===== src/rtl/hapd_pkg.sv =====
package hapd_pkg;

  // Bus mode code taken from the configuration bus at reset.
  localparam int MODE_W = 4;
  typedef enum logic [MODE_W-1:0] {
    HAPD_MODE_GENERIC  = 4'h0,
    HAPD_MODE_WESTYLE  = 4'h1,
    HAPD_MODE_SPLIT16  = 4'h2,
    HAPD_MODE_SINGLE32 = 4'h3,
    HAPD_MODE_ISA      = 4'h4,
    HAPD_MODE_CARDCMP  = 4'h5,
    HAPD_MODE_BIGEND   = 4'h6,
    HAPD_MODE_CARDBUS  = 4'h7
  } hapd_mode_e;

  localparam int CFG_W = 16;
  localparam int MODE_LSB = 0;
  localparam int ADDR_W = 21;
  localparam int LOW_W = 12;
  localparam int MID_W = 4;
  localparam int CARD_CMP_VARIANTS = 2;
  localparam logic [ADDR_W-1:0] ADDR_RESET = 21'h00_0000;

  typedef enum logic [2:0] {
    HAPD_ST_RESET = 3'b001,
    HAPD_ST_SAMPLE = 3'b010,
    HAPD_ST_RUN = 3'b100
  } hapd_state_e;

endpackage : hapd_pkg


===== src/rtl/hapd_addr_decode.sv =====
`timescale 1ns/1ps
`default_nettype none
module hapd_addr_decode
  import hapd_pkg::*;
(
  input wire logic clock,
  input wire logic srst,
  input wire logic [CFG_W-1:0] memDataConfigBus,
  input wire logic lowestAddrInput,
  input wire logic [LOW_W-1:0] lowAddrGroup,
  input wire logic [MID_W-1:0] midAddrGroup,
  input wire logic addrIn17,
  input wire logic addrIn18,
  input wire logic addrIn19,
  input wire logic addrIn20,
  input wire logic spaceSelect,
  output logic [MODE_W-1:0] busMode,
  output logic modeValid,
  output logic [ADDR_W-1:0] byteAddr,
  output logic lowerByteStrobeN,
  output logic cardIoWriteN,
  output logic cardIoReadN,
  output logic cardRegSelectN,
  output logic bufferSelect,
  output logic registerSelect,
  output logic [1:0] bigEndHighBits
);

  logic cardMode;
  logic bigMode;
  logic [ADDR_W-1:0] addr_next;
  logic [ADDR_W-1:0] cardAddr_reg;

  hapd_mode_latch u_mode (
    .clock(clock),
    .srst(srst),
    .memDataConfigBus(memDataConfigBus),
    .busMode(busMode),
    .modeValid(modeValid)
  );

  function automatic logic isCard(input logic [MODE_W-1:0] m);
    return (m == HAPD_MODE_CARDCMP);
  endfunction : isCard

  assign cardMode = (busMode == HAPD_MODE_CARDCMP);
  assign bigMode = (busMode == HAPD_MODE_BIGEND);

  // The card bus mode ties pins like the generic bus; only the companion mode uses commands.
  always_comb begin
    addr_next = ADDR_RESET;
    case (busMode)
      HAPD_MODE_CARDCMP: begin
        addr_next = cardAddr_reg;
      end
      default: begin
        // Big-endian host bits count down from 31, so every pin still keeps its own index.
        addr_next[12:1] = lowAddrGroup;
        addr_next[16:13] = midAddrGroup;
        addr_next[20:17] = {addrIn20, addrIn19, addrIn18, addrIn17};
        if (busMode inside {HAPD_MODE_SINGLE32, HAPD_MODE_ISA, HAPD_MODE_BIGEND}) begin
          addr_next[0] = lowestAddrInput;
        end else begin
          addr_next[0] = 1'b0;
        end
      end
    endcase
  end

  // The companion bus multiplexes address onto the pins; latch it while the enable is high.
  always_ff @(posedge clock) begin
    if (srst) begin
      cardAddr_reg <= ADDR_RESET;
    end else begin
      if (cardMode && addrIn20) begin
        cardAddr_reg <= {4'h0, 4'h0, lowAddrGroup, lowestAddrInput};
      end
    end
  end

  always_ff @(posedge clock) begin
    if (srst) begin
      byteAddr <= ADDR_RESET;
    end else begin
      byteAddr <= addr_next;
    end
  end

  always_ff @(posedge clock) begin
    if (srst) begin
      lowerByteStrobeN <= 1'b1;
      cardIoWriteN <= 1'b1;
      cardIoReadN <= 1'b1;
      cardRegSelectN <= 1'b1;
    end else begin
      lowerByteStrobeN <= (busMode == HAPD_MODE_SPLIT16) ? lowestAddrInput : 1'b1;
      cardIoWriteN <= cardMode ? addrIn17 : 1'b1;
      cardIoReadN <= cardMode ? addrIn18 : 1'b1;
      cardRegSelectN <= cardMode ? addrIn19 : 1'b1;
    end
  end

  // Space select is meaningless on the companion bus, so it routes nowhere there.
  always_ff @(posedge clock) begin
    if (srst) begin
      bufferSelect <= 1'b0;
      registerSelect <= 1'b0;
      bigEndHighBits <= 2'h0;
    end else begin
      bufferSelect <= !isCard(busMode) && spaceSelect;
      registerSelect <= !isCard(busMode) && !spaceSelect;
      bigEndHighBits <= 2'h0;
    end
  end
endmodule : hapd_addr_decode
`default_nettype wire


===== src/rtl/hapd_mode_latch.sv =====
`timescale 1ns/1ps
`default_nettype none
module hapd_mode_latch
  import hapd_pkg::*;
(
  input wire logic clock,
  input wire logic srst,
  input wire logic [CFG_W-1:0] memDataConfigBus,
  output logic [MODE_W-1:0] busMode,
  output logic modeValid
);

  hapd_state_e state_reg;

  // Mode is caught once at reset release so that later traffic on the data bus cannot alter it.
  always_ff @(posedge clock) begin
    if (srst) begin
      state_reg <= HAPD_ST_RESET;
    end else begin
      case (state_reg)
        HAPD_ST_RESET: state_reg <= HAPD_ST_SAMPLE;
        HAPD_ST_SAMPLE: state_reg <= HAPD_ST_RUN;
        HAPD_ST_RUN: state_reg <= HAPD_ST_RUN;
        default: state_reg <= HAPD_ST_RESET;
      endcase
    end
  end

  always_ff @(posedge clock) begin
    if (srst) begin
      busMode <= '0;
    end else if (state_reg == HAPD_ST_SAMPLE) begin
      busMode <= memDataConfigBus[MODE_LSB +: MODE_W];
    end
  end

  assign modeValid = (state_reg == HAPD_ST_RUN);
endmodule : hapd_mode_latch
`default_nettype wire


===== config.mk =====
export PLATFORM = sky130hd
export DESIGN_NAME = hapd_addr_decode
export DESIGN_NICKNAME = d
export VERILOG_FILES = /design/src/rtl/hapd_pkg.sv /design/src/rtl/hapd_addr_decode.sv /design/src/rtl/hapd_mode_latch.sv
export SDC_FILE = /design/constraint.sdc
export NUM_CORES = 1
export LEC_CHECK = 0
export ABC_AREA = 1
export BUFFER_PORTS_ARGS = -buffer_cell sky130_fd_sc_hd__buf_2
export CAP_MARGIN = 20
export CORE_MARGIN = 8
export CORE_UTILIZATION = 40
export DETAILED_ROUTE_END_ITERATION = 7
export GPL_ROUTABILITY_DRIVEN = 0
export GPL_TIMING_DRIVEN = 0
export PLACE_DENSITY_LB_ADDON = 0.1
export SETUP_SLACK_MARGIN = 0.02
export SYNTH_ARGS = -nofsm -noshare
export SYNTH_HDL_FRONTEND = slang
export SYNTH_SLANG_ARGS = --single-unit

===== constraint.sdc =====
create_clock -name clock -period 2.3 [get_ports clock]
set_clock_uncertainty 0.1 [all_clocks]
set_input_delay 0.46 -clock clock [delete_from_list [all_inputs] [get_ports clock]]
set_output_delay 0.46 -clock clock [all_outputs]
set_load 0.01 [all_outputs]

==> flow_summary.html, run 1 <==
<table>
<tr><th>Metric</th><th>Value</th></tr>
<tr><th colspan="2">Run status</th></tr>
<tr><td>Result of the run</td><td>finished clean</td></tr>
<tr><th colspan="2">Min path</th></tr>
<tr><td>Type of the most critical hold path</td><td>in -&gt; reg</td></tr>
<tr><td>Hold Path Stages</td><td>2</td></tr>
<tr><td>Source of the worst hold timing path</td><td>spaceSelect</td></tr>
<tr><td>Hold Path Sink</td><td>registerSelect$_SDFF_PP0_</td></tr>
<tr><th colspan="2">Logic synthesis</th></tr>
<tr><td>Number of distinct library cells after synthesis</td><td>22</td></tr>
<tr><td>Largest cells by area after synthesis</td><td>sky130_fd_sc_hd__dfxtp_1 (52%), sky130_fd_sc_hd__inv_1 (11%), sky130_fd_sc_hd__nand2_1 (11%)</td></tr>
<tr><td>Multiplexer share of the synthesized area</td><td>0%</td></tr>
<tr><td>Synthesized area divided by synthesized cell count</td><td>between 7 and 8 sq um</td></tr>
<tr><td>Warnings from Yosys</td><td>0</td></tr>
<tr><td>Area fraction in compound gates after synthesis</td><td>under 10%</td></tr>
<tr><td>Mapped cell area</td><td>0.00182 sq mm</td></tr>
<tr><td>Top cell type by total area after synthesis</td><td>sky130_fd_sc_hd__dfxtp_1</td></tr>
<tr><td>Top cells by instance count after synthesis</td><td>sky130_fd_sc_hd__inv_1 (55), sky130_fd_sc_hd__nand2_1 (51), sky130_fd_sc_hd__dfxtp_1 (47)</td></tr>
<tr><td>Proportion of synthesized chip area in sequential cells</td><td>between 50% and 60%</td></tr>
<tr><td>Mapped Cells</td><td>240</td></tr>
<tr><td>Most instantiated library cell after synthesis</td><td>sky130_fd_sc_hd__inv_1</td></tr>
<tr><td>Register bit total from synthesis</td><td>47</td></tr>
<tr><td>Adder-cell share of the synthesized area</td><td>0%</td></tr>
<tr><td>Synth Area in Simple Gates</td><td>between 20% and 30%</td></tr>
<tr><td>Main combinational cell family by area after synthesis</td><td>simple AND/OR/NAND/NOR gates</td></tr>
<tr><td>Xor-xnor portion of the synthesized cell area</td><td>0%</td></tr>
<tr><td>Share of synthesized registers carrying an async set or reset</td><td>0%</td></tr>
<tr><td>EDFF count, synth</td><td>0</td></tr>
<tr><td>Fraction of post-synthesis cell area in the top cell type by area</td><td>between 50% and 60%</td></tr>
<tr><td>Top flip-flop cell by instance count after synthesis</td><td>sky130_fd_sc_hd__dfxtp_1</td></tr>
<tr><th colspan="2">Setup path</th></tr>
<tr><td>Element type at the critical path start</td><td>register</td></tr>
<tr><td>Type of element capturing the critical path</td><td>output pin</td></tr>
<tr><td>Arrival @ worst endpoint</td><td>1000 ps</td></tr>
<tr><td>Required time of the worst setup path</td><td>around 1700 ps</td></tr>
<tr><td>Reg2Reg Capture Point</td><td>cardAddr_reg[4]$_SDFFE_PP0P_</td></tr>
<tr><td>Launching point of the worst reg2reg path</td><td>u_mode.busMode[3]$_SDFFE_PP0N_</td></tr>
<tr><td>Largest fanout on the critical path</td><td>4</td></tr>
<tr><td>Cell depth of the worst flop-to-flop path</td><td>7</td></tr>
<tr><td>Category of the critical setup timing path</td><td>reg -&gt; out</td></tr>
<tr><td>Register-to-register setup slack</td><td>between 900 and 1000 ps</td></tr>
<tr><th colspan="2">Timing</th></tr>
<tr><td>Minimum hold slack</td><td>~220 ps</td></tr>
<tr><td>Max Transition Viols Final</td><td>0</td></tr>
<tr><td>Total negative setup slack</td><td>0 ps</td></tr>
<tr><td>Endpoints failing setup</td><td>0</td></tr>
<tr><td>Timing-limited maximum frequency</td><td>roughly 640 MHz</td></tr>
<tr><td>Final Cycle Share</td><td>67.7%</td></tr>
<tr><td>Final Hold Violating Endpoints</td><td>0</td></tr>
<tr><td>Unrepaired setup endpoints after global routing</td><td>false</td></tr>
<tr><td>Final critical delay including setup and external delays</td><td>roughly 1600 ps</td></tr>
<tr><th colspan="2">Detailed routing</th></tr>
<tr><td>Wire length after detailed routing</td><td>3840 microns</td></tr>
<tr><td>Starting DRT DRC Count</td><td>63</td></tr>
<tr><td>Total DRC errors in the routed layout</td><td>0</td></tr>
<tr><td>Avg Vias per Cell</td><td>4.16</td></tr>
<tr><td>Wirelength per Cell</td><td>~11 microns</td></tr>
<tr><td>Total vias in the final route</td><td>1498</td></tr>
<tr><td>Number of nets with antenna violations after routing</td><td>0</td></tr>
<tr><td>First-pass iteration count of the detailed router</td><td>4</td></tr>
<tr><th colspan="2">Clocking</th></tr>
<tr><td>Hold Buf Count CTS</td><td>0</td></tr>
<tr><td>Inserted Clock Buffers</td><td>5</td></tr>
<tr><td>Maximum count of clock buffers along a single path</td><td>2</td></tr>
<tr><td>Clock Sinks</td><td>47</td></tr>
<tr><td>CTS root buf</td><td>sky130_fd_sc_hd__clkbuf_8</td></tr>
<tr><td>Number of levels in the clock H-tree</td><td>2</td></tr>
<tr><td>TritonCTS clock tree</td><td>yes</td></tr>
<tr><td>Clock-pin slew on the worst setup and hold paths</td><td>roughly 80 ps</td></tr>
<tr><td>Number of gates resized after CTS</td><td>0</td></tr>
<tr><td>Buffer count from post-CTS setup fixing</td><td>0</td></tr>
<tr><td>Clock insertion delay at the later pin of the skew report</td><td>approximately 300 ps</td></tr>
<tr><th colspan="2">Layout</th></tr>
<tr><td>Area Growth Syn to Fin</td><td>27.5%</td></tr>
<tr><td>Count of nets after finishing</td><td>around 350</td></tr>
<tr><td>Antenna fix cells</td><td>0</td></tr>
<tr><td>Fillers</td><td>about 430</td></tr>
<tr><td>Utilization after layout</td><td>between 50% and 60%</td></tr>
<tr><td>Area of all placed cells without fillers</td><td>0.00232 sq mm</td></tr>
<tr><td>Largest register FFs</td><td>21</td></tr>
<tr><td>Proportion of layout cells with a drive suffix above 1</td><td>between 20 and 30%</td></tr>
<tr><th colspan="2">Global route</th></tr>
<tr><td>Layer carrying the most global-route usage</td><td>met2</td></tr>
<tr><td>Global route total overflow</td><td>0</td></tr>
<tr><td>Global-route wire length before repair</td><td>slightly below 7000 microns</td></tr>
<tr><td>Global routing usage on met1</td><td>about 14%</td></tr>
<tr><td>Met3 usage in global routing</td><td>between 5 and 6%</td></tr>
<tr><td>Vias in the first global route</td><td>between 1000 and 1500</td></tr>
<tr><td>Pin count of the biggest net entering global routing</td><td>16</td></tr>
<tr><td>Total routing usage reported by global routing</td><td>11.6%</td></tr>
<tr><td>Number of antenna violations at the first check in global routing</td><td>0</td></tr>
<tr><td>Met2 Resource Use GR</td><td>between 10% and 20%</td></tr>
<tr><th colspan="2">Run</th></tr>
<tr><td>Max_cap viols</td><td>0</td></tr>
<tr><th colspan="2">Floorplan</th></tr>
<tr><td>Horiz. Die Dim</td><td>about 83 microns</td></tr>
<tr><td>Die footprint</td><td>between 0.006 and 0.007 sq mm</td></tr>
<tr><td>Core Region</td><td>about 0.0044 sq mm</td></tr>
<tr><td>Die Ht</td><td>between 80 and 90 microns</td></tr>
<tr><td>Std cell rows</td><td>24</td></tr>
<tr><td>Initial standard-cell utilization of the core</td><td>41.7%</td></tr>
<tr><td>I/O Pins</td><td>74</td></tr>
<tr><th colspan="2">Pwr</th></tr>
<tr><td>Leakage</td><td>roughly 0.0012 uW</td></tr>
<tr><td>Highest ir drop seen on vdd</td><td>~0.58 mV</td></tr>
<tr><td>Total power divided by cell area</td><td>756 mW/mm^2</td></tr>
<tr><td>Total Power</td><td>~1800 uW</td></tr>
<tr><th colspan="2">Placed design</th></tr>
<tr><td>Cell Area, Placed</td><td>0.00218 sq mm</td></tr>
<tr><td>DPL Wire Length</td><td>just under 3000 microns</td></tr>
<tr><td>Port Buffers</td><td>slightly below 60</td></tr>
</table>
-- cells by family after synthesis --
logic type / after synthesis
flops: 47
compound gates: 22
other cells: 1
simple gates: 103
buf+inv: 67
-- area by class of cell --
cell class	count	area, sq um	share of cell area, %
Clock inverter	3	67.6	2.92
Inverter	57	214	9.23
Tap cell	52	65.1	2.81
Timing Repair Buffer	59	295	12.7
Buffer	10	77.6	3.35
Clock buffer	5	68.8	2.97
Sequential cell	47	941	40.6
Multi-Input combinational cell	127	588	25.4
-- power by group --
part | total, uW | internal [uW] | switching, uW | leakage, uW
combinational | 170 | 71.0 | 99.0 | 0.000752
clock | 715 | 433 | 282 | 0.0000644
sequential | 867 | 850 | 16.6 | 0.000386
total | 1750 | 1350 | 398 | 0.00120
-- how the worst max path moves through the flow --
stage          slack, ps                      startpoint                            end  depth (start not counted)
3_5_place_dp         830                        addrIn20  cardAddr_reg[11]$_SDFFE_PP0P_                          5
3_3_place_gp         820                        addrIn20   cardAddr_reg[4]$_SDFFE_PP0P_                          5
5_1_grt              670  u_mode.state_reg[0]$_SDFF_PP1_                      modeValid                          4
2_1_floorplan       1080  u_mode.busMode[2]$_SDFFE_PP0N_         byteAddr[2]$_SDFF_PP0_                          6
6_report             740  u_mode.state_reg[0]$_SDFF_PP1_                      modeValid                          4
4_1_cts              740  u_mode.state_reg[0]$_SDFF_PP1_                      modeValid                          4
-- per-stage QoR --
step	instances	setup WS, ps
finish	360	744
global route	360	671
CTS	360	738
detailed placement	352	828
global placement	352	818
floorplan	241	1080
-- metal layers --
metal,routed length (microns),vias to the layer above,share of wire (%)
met4,50,0,1.3
met5,0,-,0
met2,1700,43,44
met3,311,5,8.1
li1,-,831,-
met1,1780,619,46
-- placed cells by master (no fill, tap or decap) --
cell / netlist / layout
sky130_fd_sc_hd__a21oi_1: 4 / 4
sky130_fd_sc_hd__and2_1: 1 / 1
sky130_fd_sc_hd__buf_2: 2 / 61
sky130_fd_sc_hd__buf_4: 4 / 4
sky130_fd_sc_hd__buf_6: 3 / 3
sky130_fd_sc_hd__bufinv_16: 0 / 2
sky130_fd_sc_hd__clkbuf_1: 1 / 1
sky130_fd_sc_hd__clkbuf_8: 0 / 5
sky130_fd_sc_hd__clkinvlp_4: 0 / 1
sky130_fd_sc_hd__conb_1: 1 / 2
sky130_fd_sc_hd__dfxtp_1: 47 / 47
sky130_fd_sc_hd__inv_1: 55 / 55
sky130_fd_sc_hd__inv_2: 2 / 2
sky130_fd_sc_hd__nand2_1: 51 / 51
sky130_fd_sc_hd__nand2_2: 1 / 1
sky130_fd_sc_hd__nand3_1: 15 / 15
sky130_fd_sc_hd__nand3_2: 1 / 1
sky130_fd_sc_hd__nand4_1: 1 / 1
sky130_fd_sc_hd__nor2_1: 27 / 27
sky130_fd_sc_hd__nor2_2: 1 / 1
sky130_fd_sc_hd__nor2_4: 3 / 3
sky130_fd_sc_hd__nor3_1: 1 / 1
sky130_fd_sc_hd__nor4_1: 1 / 1
sky130_fd_sc_hd__o21ai_0: 12 / 12
sky130_fd_sc_hd__o21ai_2: 6 / 6
-- critical path, stage by stage (launching register included) --
cell and delay [ps]:
sky130_fd_sc_hd__dfxtp_1 300, sky130_fd_sc_hd__inv_1 90, sky130_fd_sc_hd__nand2_1 80, sky130_fd_sc_hd__nor2_1 80, sky130_fd_sc_hd__buf_2 130
(Power assumes the default switching activity.)
==> run 2, diff against run 1 <==
clock period = 1.4 ns   (was 2.3 ns; I/O delays follow)
==> run 2 against run 1 <==
  * Non-clock buffer count is 3 higher
  * Sequential share of layout area decreased by 0.47 points
  * Register-to-register slack got worse by 830 ps
  * Utilization is 0.98 points higher
  * Largest power group unchanged
  * Critical path depth is the same
  * Power rose by 66%
  * Count of clock-buffer cells in the layout did not move
  * Wire length up 1.7%
==> flow_summary.html, run 2 (synthesized netlist as in run 1, its figures left out) <==
<table>
<tr><th>Metric</th><th>Value</th></tr>
<tr><th colspan="2">Run status</th></tr>
<tr><td>Result of the run</td><td>finished clean (unchanged)</td></tr>
<tr><th colspan="2">Timing</th></tr>
<tr><td>Unrepaired setup endpoints after global routing</td><td>true (was false)</td></tr>
<tr><td>Endpoints failing setup</td><td>0 (unchanged)</td></tr>
<tr><td>Final Hold Violating Endpoints</td><td>0 (unchanged)</td></tr>
<tr><td>Final critical delay including setup and external delays</td><td>1340 ps</td></tr>
<tr><td>Timing-limited maximum frequency</td><td>between 700 and 800 MHz</td></tr>
<tr><td>Final Cycle Share</td><td>96.0%</td></tr>
<tr><td>Max Transition Viols Final</td><td>0 (unchanged)</td></tr>
<tr><td>Minimum hold slack</td><td>43.0 ps (was 222 ps)</td></tr>
<tr><td>Total negative setup slack</td><td>0 ps (unchanged)</td></tr>
<tr><th colspan="2">Setup path</th></tr>
<tr><td>Required time of the worst setup path</td><td>1020 ps (was 1740 ps)</td></tr>
<tr><td>Type of element capturing the critical path</td><td>output pin (unchanged)</td></tr>
<tr><td>Cell chain of the critical path</td><td>inv_2 -&gt; nand2_2 -&gt; nor2_1 -&gt; buf_2 (was inv_1 -&gt; nand2_1 -&gt; nor2_1 -&gt; buf_2)</td></tr>
<tr><td>Master of the slowest instance on the critical path</td><td>sky130_fd_sc_hd__dfxtp_2 (was sky130_fd_sc_hd__dfxtp_1)</td></tr>
<tr><td>Arrival @ worst endpoint</td><td>960 ps (was 1000 ps)</td></tr>
<tr><td>Category of the critical setup timing path</td><td>reg -&gt; out (unchanged)</td></tr>
<tr><td>Largest fanout on the critical path</td><td>4 (unchanged)</td></tr>
<tr><td>Element type at the critical path start</td><td>register (unchanged)</td></tr>
<tr><td>Highest cell delay on the worst timing path</td><td>320 ps (was 300 ps)</td></tr>
<tr><th colspan="2">Layout</th></tr>
<tr><td>Area Growth Syn to Fin</td><td>29.9% (was 27.5%)</td></tr>
<tr><td>Utilization after layout</td><td>54.2% (was 53.2%)</td></tr>
<tr><td>Area of all placed cells without fillers</td><td>0.00236 sq mm (was 0.00232 sq mm)</td></tr>
<tr><td>Commonest cells after routing, fill and taps aside</td><td>sky130_fd_sc_hd__buf_2 (61), sky130_fd_sc_hd__inv_1 (54), sky130_fd_sc_hd__nand2_1 (49) (was sky130_fd_sc_hd__buf_2 (61), sky130_fd_sc_hd__inv_1 (55), sky130_fd_sc_hd__nand2_1 (51))</td></tr>
<tr><td>Count of nets after finishing</td><td>350 (was 347)</td></tr>
<tr><td>Largest register FFs</td><td>21 (unchanged)</td></tr>
<tr><td>Proportion of layout cells with a drive suffix above 1</td><td>32.5% (was 29.2%)</td></tr>
<tr><td>Non-filler instance count after layout</td><td>363 (was 360)</td></tr>
<tr><td>Leading cell type in the layout, fill and taps excluded</td><td>sky130_fd_sc_hd__buf_2 (unchanged)</td></tr>
<tr><td>Antenna fix cells</td><td>0 (unchanged)</td></tr>
<tr><th colspan="2">Detailed routing</th></tr>
<tr><td>Starting DRT DRC Count</td><td>64 (was 63)</td></tr>
<tr><td>Avg Vias per Cell</td><td>4.19 (was 4.16)</td></tr>
<tr><td>Total DRC errors in the routed layout</td><td>0 (unchanged)</td></tr>
<tr><td>Wire length after detailed routing</td><td>3910 microns (was 3840 microns)</td></tr>
<tr><td>First-pass iteration count of the detailed router</td><td>4 (unchanged)</td></tr>
<tr><td>Number of nets with antenna violations after routing</td><td>0 (unchanged)</td></tr>
<tr><td>Wirelength per Cell</td><td>10.8 microns (was 10.7 microns)</td></tr>
<tr><td>Total vias in the final route</td><td>1522 (was 1498)</td></tr>
<tr><th colspan="2">Global route</th></tr>
<tr><td>Number of antenna violations at the first check in global routing</td><td>0 (unchanged)</td></tr>
<tr><td>Total routing usage reported by global routing</td><td>11.6% (unchanged)</td></tr>
<tr><td>Global-route wire length before repair</td><td>6750 microns (unchanged)</td></tr>
<tr><td>Global route total overflow</td><td>0 (unchanged)</td></tr>
<tr><td>Pin count of the biggest net entering global routing</td><td>16 (unchanged)</td></tr>
<tr><td>Vias in the first global route</td><td>1441 (unchanged)</td></tr>
<tr><th colspan="2">Placed design</th></tr>
<tr><td>Cell count after placement</td><td>352 (unchanged)</td></tr>
<tr><td>DPL Wire Length</td><td>2900 microns (unchanged)</td></tr>
<tr><td>Port Buffers</td><td>59 (unchanged)</td></tr>
<tr><td>Cell Area, Placed</td><td>0.00218 sq mm (unchanged)</td></tr>
<tr><th colspan="2">Floorplan</th></tr>
<tr><td>Die Ht</td><td>83.4 microns (unchanged)</td></tr>
<tr><td>Initial standard-cell utilization of the core</td><td>41.7% (unchanged)</td></tr>
<tr><td>Die footprint</td><td>0.00695 sq mm (unchanged)</td></tr>
<tr><td>I/O Pins</td><td>74 (unchanged)</td></tr>
<tr><td>Std cell rows</td><td>24 (unchanged)</td></tr>
<tr><td>Core Region</td><td>0.00435 sq mm (unchanged)</td></tr>
<tr><td>Horiz. Die Dim</td><td>83.4 microns (unchanged)</td></tr>
<tr><th colspan="2">Clocking</th></tr>
<tr><td>Inserted Clock Buffers</td><td>5 (unchanged)</td></tr>
<tr><td>Number of levels in the clock H-tree</td><td>2 (unchanged)</td></tr>
<tr><td>Clock-pin slew on the worst setup and hold paths</td><td>90 ps (was 80 ps)</td></tr>
<tr><td>TritonCTS clock tree</td><td>yes (unchanged)</td></tr>
<tr><td>Clock Sinks</td><td>47 (unchanged)</td></tr>
<tr><td>Clock insertion delay at the later pin of the skew report</td><td>300 ps (about the same)</td></tr>
<tr><td>CTS root buf</td><td>sky130_fd_sc_hd__clkbuf_8 (unchanged)</td></tr>
<tr><td>Hold Buf Count CTS</td><td>0 (unchanged)</td></tr>
<tr><td>Maximum count of clock buffers along a single path</td><td>2 (unchanged)</td></tr>
<tr><th colspan="2">Pwr</th></tr>
<tr><td>Total power divided by cell area</td><td>1230 mW/mm^2 (was 756 mW/mm^2)</td></tr>
<tr><td>Highest ir drop seen on vdd</td><td>0.983 mV (was 0.581 mV)</td></tr>
<tr><td>Leakage</td><td>0.00122 uW (was 0.00120 uW)</td></tr>
<tr><th colspan="2">Run</th></tr>
<tr><td>Max_cap viols</td><td>0 (unchanged)</td></tr>
<tr><th colspan="2">Min path</th></tr>
<tr><td>Type of the most critical hold path</td><td>in -&gt; reg (unchanged)</td></tr>
</table>
## run 2: cell types whose count changed in the layout (fill, tap and decap cells not counted)
cell,previous run,this run
sky130_fd_sc_hd__dfxtp_1,47,42
sky130_fd_sc_hd__dfxtp_2,0,5
sky130_fd_sc_hd__buf_4,4,6
sky130_fd_sc_hd__nand2_1,51,49
sky130_fd_sc_hd__nand2_2,1,3
sky130_fd_sc_hd__buf_6,3,4
sky130_fd_sc_hd__inv_1,55,54
sky130_fd_sc_hd__inv_2,2,3
sky130_fd_sc_hd__nor2_2,1,0
sky130_fd_sc_hd__nor2_4,3,4
## run 2: layout make-up
| cell class | count | area, sq um |
|---|---|---|
| multi-input cells | 127 | 598 |
| clock inverters | 3 | 67.6 |
| clock buffers | 5 | 68.8 |
| plain buffers | 10 | 81.3 |
| repair buffers | 62 | 318 |
| flip-flops and latches | 47 | 947 |
| well taps | 52 | 65.1 |
| inverters | 57 | 214 |
| fillers | 425 | 1990 |
## run 2: path summary, 6_finish.rpt
path / from / end / slack (ps) / cells after the start
setup / recovery: u_mode.state_reg[0]$_SDFF_PP1_ / modeValid / 60 / 4
hold / removal: spaceSelect / registerSelect$_SDFF_PP0_ / 40 / 2
setup reg to reg: u_mode.busMode[2]$_SDFFE_PP0N_ / byteAddr[7]$_SDFF_PP0_ / 130 / 7
hold reg to reg: u_mode.state_reg[2]$_SDFF_PP0_ / u_mode.state_reg[1]$_SDFF_PP0_ / 320 / 1
## run 2: report_power, final
part           internal, uW  switching [uW]
clock                   712             469
sequential             1400            26.4
combinational           131             172
## run 2: metrics by stage
step | total power, uW | setup WS [ps]
after floorplan | 1620 | 181
after global placement | 1740 | 64.8
after detailed placement | 1740 | 64.8
after CTS | 2920 | 50.0
after global routing | 3070 | 0.425
final | 2910 | 56.4
## run 2: worst max-delay path, delay by kind of cell (launching register included)
kind	cells	cell delay, ps
DFF	1	320
and+or+nand+nor	2	130
buffers and inverters	2	200
## run 2: per-layer routing
layer	GRT usage [%]	wire length (microns)	vias up
met5	0	0	-
met4	3.83	54	0
met3	5.18	301	5
met2	18.0	1760	41
met1	13.9	1790	638
li1	-	-	838
## run 2: what timing repair did
action | in CTS | in global routing
gates cloned | 0 | 0
setup buffers | 0 | 3
gates resized for setup | 1 | 9
setup endpoints to repair | 1 | 34
pin swaps | 0 | 1
==> run 3, diff against run 2 <==
CELL_PAD_IN_SITES_DETAIL_PLACEMENT = 1   (was default)
CELL_PAD_IN_SITES_GLOBAL_PLACEMENT = 2   (was default)
CORE_UTILIZATION = 23   (was 40)
clock period = 1.2 ns   (was 1.4 ns; I/O delays follow)
==> run 3 against run 2 <==
  * The flow now finishes with violations (setup timing)
  * Global-route usage decreased by 1.9 points
  * Highest routed layer unchanged
  * First-iteration DRC count decreased by 63%
  * Register-to-register slack got worse by 180 ps
  * Non-clock buffer count increased by 12
  * Sequential share of layout area decreased by 4.0 points
  * Cell count increased by 17%
  * Setup slack got worse by 150 ps
  * Sequential power increased by 17%
==> flow_summary.html, run 3 (synthesized netlist as in run 1, its figures left out) <==
<table>
<tr><th>Metric</th><th>Value</th></tr>
<tr><th colspan="2">Run status</th></tr>
<tr><td>Result of the run</td><td>finished, violations left (was finished clean)</td></tr>
<tr><td>Failing checks</td><td>setup timing</td></tr>
<tr><th colspan="2">Clocking</th></tr>
<tr><td>CTS root buf</td><td>sky130_fd_sc_hd__clkbuf_8 (unchanged)</td></tr>
<tr><td>TritonCTS clock tree</td><td>yes (unchanged)</td></tr>
<tr><td>Maximum count of clock buffers along a single path</td><td>2 (unchanged)</td></tr>
<tr><td>Clock Sinks</td><td>47 (unchanged)</td></tr>
<tr><td>Clock-pin slew on the worst setup and hold paths</td><td>90 ps (about the same)</td></tr>
<tr><td>Inserted Clock Buffers</td><td>5 (unchanged)</td></tr>
<tr><td>Number of levels in the clock H-tree</td><td>2 (unchanged)</td></tr>
<tr><td>Clock insertion delay at the later pin of the skew report</td><td>300 ps (about the same)</td></tr>
<tr><th colspan="2">Global route</th></tr>
<tr><td>Global-route wire length before repair</td><td>8630 microns (was 6750 microns)</td></tr>
<tr><td>Number of antenna violations at the first check in global routing</td><td>0 (unchanged)</td></tr>
<tr><td>Pin count of the biggest net entering global routing</td><td>16 (unchanged)</td></tr>
<tr><td>Total routing usage reported by global routing</td><td>9.75% (was 11.6%)</td></tr>
<tr><td>Vias in the first global route</td><td>1704 (was 1441)</td></tr>
<tr><td>Global route total overflow</td><td>0 (unchanged)</td></tr>
<tr><th colspan="2">Setup path</th></tr>
<tr><td>Launching point of the worst reg2reg path</td><td>u_mode.busMode[0]$_SDFFE_PP0N_ (was u_mode.busMode[2]$_SDFFE_PP0N_)</td></tr>
<tr><td>Category of the critical setup timing path</td><td>reg -&gt; out (unchanged)</td></tr>
<tr><td>Master of the slowest instance on the critical path</td><td>sky130_fd_sc_hd__dfxtp_2 (unchanged)</td></tr>
<tr><td>Register-to-register setup slack</td><td>-50 ps (was 130 ps)</td></tr>
<tr><td>Type of element capturing the critical path</td><td>output pin (unchanged)</td></tr>
<tr><td>Arrival @ worst endpoint</td><td>950 ps (was 960 ps)</td></tr>
<tr><td>Element type at the critical path start</td><td>register (unchanged)</td></tr>
<tr><td>Launch point of the critical path</td><td>u_mode.state_reg[1]$_SDFF_PP0_ (was u_mode.state_reg[0]$_SDFF_PP1_)</td></tr>
<tr><td>Largest fanout on the critical path</td><td>2 (was 4)</td></tr>
<tr><td>Cell depth of the worst flop-to-flop path</td><td>7 (unchanged)</td></tr>
<tr><td>Cell chain of the critical path</td><td>inv_1 -&gt; nand2_2 -&gt; nor2_1 -&gt; buf_2 (was inv_2 -&gt; nand2_2 -&gt; nor2_1 -&gt; buf_2)</td></tr>
<tr><td>Required time of the worst setup path</td><td>860 ps (was 1020 ps)</td></tr>
<tr><td>Highest cell delay on the worst timing path</td><td>330 ps (was 320 ps)</td></tr>
<tr><td>Reg2Reg Capture Point</td><td>byteAddr[8]$_SDFF_PP0_ (was byteAddr[7]$_SDFF_PP0_)</td></tr>
<tr><td>Capturing instance or port of the critical path</td><td>modeValid (unchanged)</td></tr>
<tr><th colspan="2">Floorplan</th></tr>
<tr><td>Die Ht</td><td>105 microns (was 83.4 microns)</td></tr>
<tr><td>Initial standard-cell utilization of the core</td><td>23.6% (was 41.7%)</td></tr>
<tr><td>Horiz. Die Dim</td><td>105 microns (was 83.4 microns)</td></tr>
<tr><td>I/O Pins</td><td>74 (unchanged)</td></tr>
<tr><td>Std cell rows</td><td>32 (was 24)</td></tr>
<tr><td>Core Region</td><td>0.00769 sq mm (was 0.00435 sq mm)</td></tr>
<tr><td>Die footprint</td><td>0.0110 sq mm (was 0.00695 sq mm)</td></tr>
<tr><th colspan="2">Layout</th></tr>
<tr><td>Leading cell type in the layout, fill and taps excluded</td><td>sky130_fd_sc_hd__buf_2 (unchanged)</td></tr>
<tr><td>Largest register FFs</td><td>21 (unchanged)</td></tr>
<tr><td>Commonest cells after routing, fill and taps aside</td><td>sky130_fd_sc_hd__buf_2 (59), sky130_fd_sc_hd__inv_1 (52), sky130_fd_sc_hd__dfxtp_1 (40) (was sky130_fd_sc_hd__buf_2 (61), sky130_fd_sc_hd__inv_1 (54), sky130_fd_sc_hd__nand2_1 (49))</td></tr>
<tr><td>Proportion of layout cells with a drive suffix above 1</td><td>43.7% (was 32.5%)</td></tr>
<tr><td>Antenna fix cells</td><td>0 (unchanged)</td></tr>
<tr><td>Count of nets after finishing</td><td>362 (was 350)</td></tr>
<tr><td>Area Growth Syn to Fin</td><td>45.9% (was 29.9%)</td></tr>
<tr><td>Area of all placed cells without fillers</td><td>0.00265 sq mm (was 0.00236 sq mm)</td></tr>
<tr><td>Utilization after layout</td><td>34.5% (was 54.2%)</td></tr>
<tr><th colspan="2">Placed design</th></tr>
<tr><td>Port Buffers</td><td>59 (unchanged)</td></tr>
<tr><td>DPL Wire Length</td><td>3630 microns (was 2900 microns)</td></tr>
<tr><td>Cell Area, Placed</td><td>0.00225 sq mm (was 0.00218 sq mm)</td></tr>
<tr><th colspan="2">Pwr</th></tr>
<tr><td>Sw frac</td><td>25.4% (was 23.0%)</td></tr>
<tr><td>Internal power contribution</td><td>2460 uW (was 2240 uW)</td></tr>
<tr><td>Combinational cell fraction of total power</td><td>13.4% (was 10.4%)</td></tr>
<tr><td>Clk pwr share</td><td>36.0% (was 40.6%)</td></tr>
<tr><td>Highest ir drop seen on vdd</td><td>0.428 mV (was 0.983 mV)</td></tr>
<tr><td>Leakage</td><td>0.00134 uW (was 0.00122 uW)</td></tr>
<tr><td>Sequential power share</td><td>50.6% (was 49.0%)</td></tr>
<tr><td>Total power divided by cell area</td><td>1240 mW/mm^2 (was 1230 mW/mm^2)</td></tr>
<tr><td>Switching power summed over all nets</td><td>839 uW (was 668 uW)</td></tr>
<tr><th colspan="2">Timing</th></tr>
<tr><td>Final critical delay including setup and external delays</td><td>between 1000 and 1500 ps</td></tr>
<tr><td>Worst slew margin relative to its limit</td><td>about three fifths</td></tr>
<tr><td>Unrepaired setup endpoints after global routing</td><td>true (unchanged)</td></tr>
<tr><td>Timing-limited maximum frequency</td><td>roughly 780 MHz</td></tr>
<tr><td>Endpoints failing setup</td><td>28 (was 0)</td></tr>
<tr><td>Max Transition Viols Final</td><td>0 (unchanged)</td></tr>
<tr><td>Crit path setup slack, layout</td><td>-90.0 ps (was 56.4 ps)</td></tr>
<tr><td>Minimum hold slack</td><td>31.3 ps (was 43.0 ps)</td></tr>
<tr><td>Measured slew at the worst slew-check pin</td><td>577 ps</td></tr>
<tr><td>Final Cycle Share</td><td>108%</td></tr>
<tr><td>Final Hold Violating Endpoints</td><td>0 (unchanged)</td></tr>
<tr><th colspan="2">Detailed routing</th></tr>
<tr><td>Number of nets with antenna violations after routing</td><td>0 (unchanged)</td></tr>
<tr><td>First-pass iteration count of the detailed router</td><td>3 (was 4)</td></tr>
<tr><td>Starting DRT DRC Count</td><td>24 (was 64)</td></tr>
<tr><td>Total vias in the final route</td><td>1649 (was 1522)</td></tr>
<tr><td>Wirelength per Cell</td><td>12.1 microns (was 10.8 microns)</td></tr>
<tr><td>Total DRC errors in the routed layout</td><td>0 (unchanged)</td></tr>
<tr><td>Avg Vias per Cell</td><td>3.88 (was 4.19)</td></tr>
<tr><td>Wire length after detailed routing</td><td>5160 microns (was 3910 microns)</td></tr>
<tr><th colspan="2">Run</th></tr>
<tr><td>Max_cap viols</td><td>0 (unchanged)</td></tr>
<tr><th colspan="2">Min path</th></tr>
<tr><td>Type of the most critical hold path</td><td>in -&gt; reg (unchanged)</td></tr>
</table>
-- run 3: cell types whose count changed in the layout (fill, tap and decap cells not counted), sizes merged --
cell,change
buf,+11
clkinv,+2
bufinv,-1
clkinvlp,-1
dlygate4sd3,+1
-- run 3: critical path, delay by kind of cell (launching register included) --
kind,cells,cell delay (ps)
flip-flops,1,330
buffers and inverters,2,190
AND/OR/NAND/NOR,2,120
-- run 3: worst min-delay path by stage --
stage           startpoint                        endpoint  slack, ps  depth (start not counted)
2_1_floorplan         srst  u_mode.state_reg[1]$_SDFF_PP0_        210                          1
3_3_place_gp   spaceSelect       registerSelect$_SDFF_PP0_        320                          2
3_5_place_dp   spaceSelect       registerSelect$_SDFF_PP0_        320                          2
4_1_cts           addrIn17         cardIoWriteN$_SDFF_PP1_         10                          3
5_1_grt           addrIn18          cardIoReadN$_SDFF_PP1_         20                          3
6_report          addrIn18          cardIoReadN$_SDFF_PP1_         30                          3
-- run 3: power groups by stage --
stage,combinational [uW],sequential (uW),clock (uW)
finish,443,1670,1190
global route,499,1680,1310
CTS,400,1670,1240
detailed placement,350,1700,0
global placement,348,1700,0
floorplan,167,1730,0
-- run 3: what timing repair did --
action,CTS,global route
setup buffers,6,6
pin swaps,5,6
gates resized for setup,28,35
hold buffers,1,0
endpoints found under the hold margin,1,0
cloned,2,0
setup endpoints to repair,41,45
-- run 3: final cells by class --
type,count,area (sq um)
Fill cell,982,5040
Sequential cell,47,957
Multi-Input combinational cell,127,694
Timing Repair Buffer,74,445
Inverter,57,219
Tap cell,102,128
Buffer,10,93.8
Clock buffer,5,68.8
Clock inverter,3,43.8
-- run 3: per-stage QoR --
stage | power (uW) | setup TNS, ps | cells | setup slack, ps
after floorplan | 1900 | 0 | 241 | 40.4
after global placement | 2050 | -3710 | 402 | -158
after detailed placement | 2050 | -3750 | 402 | -162
after CTS | 3310 | -1960 | 419 | -107
after global routing | 3490 | -3170 | 425 | -139
final | 3300 | -696 | 425 | -90.0
-- run 3: routing by layer --
layer  share of wire (%)  global-route usage [%]
met1                  45                    11.8
met2                  48                    15.6
met3                 5.5                    3.26
met4                 1.5                    3.67
met5                   0                       0
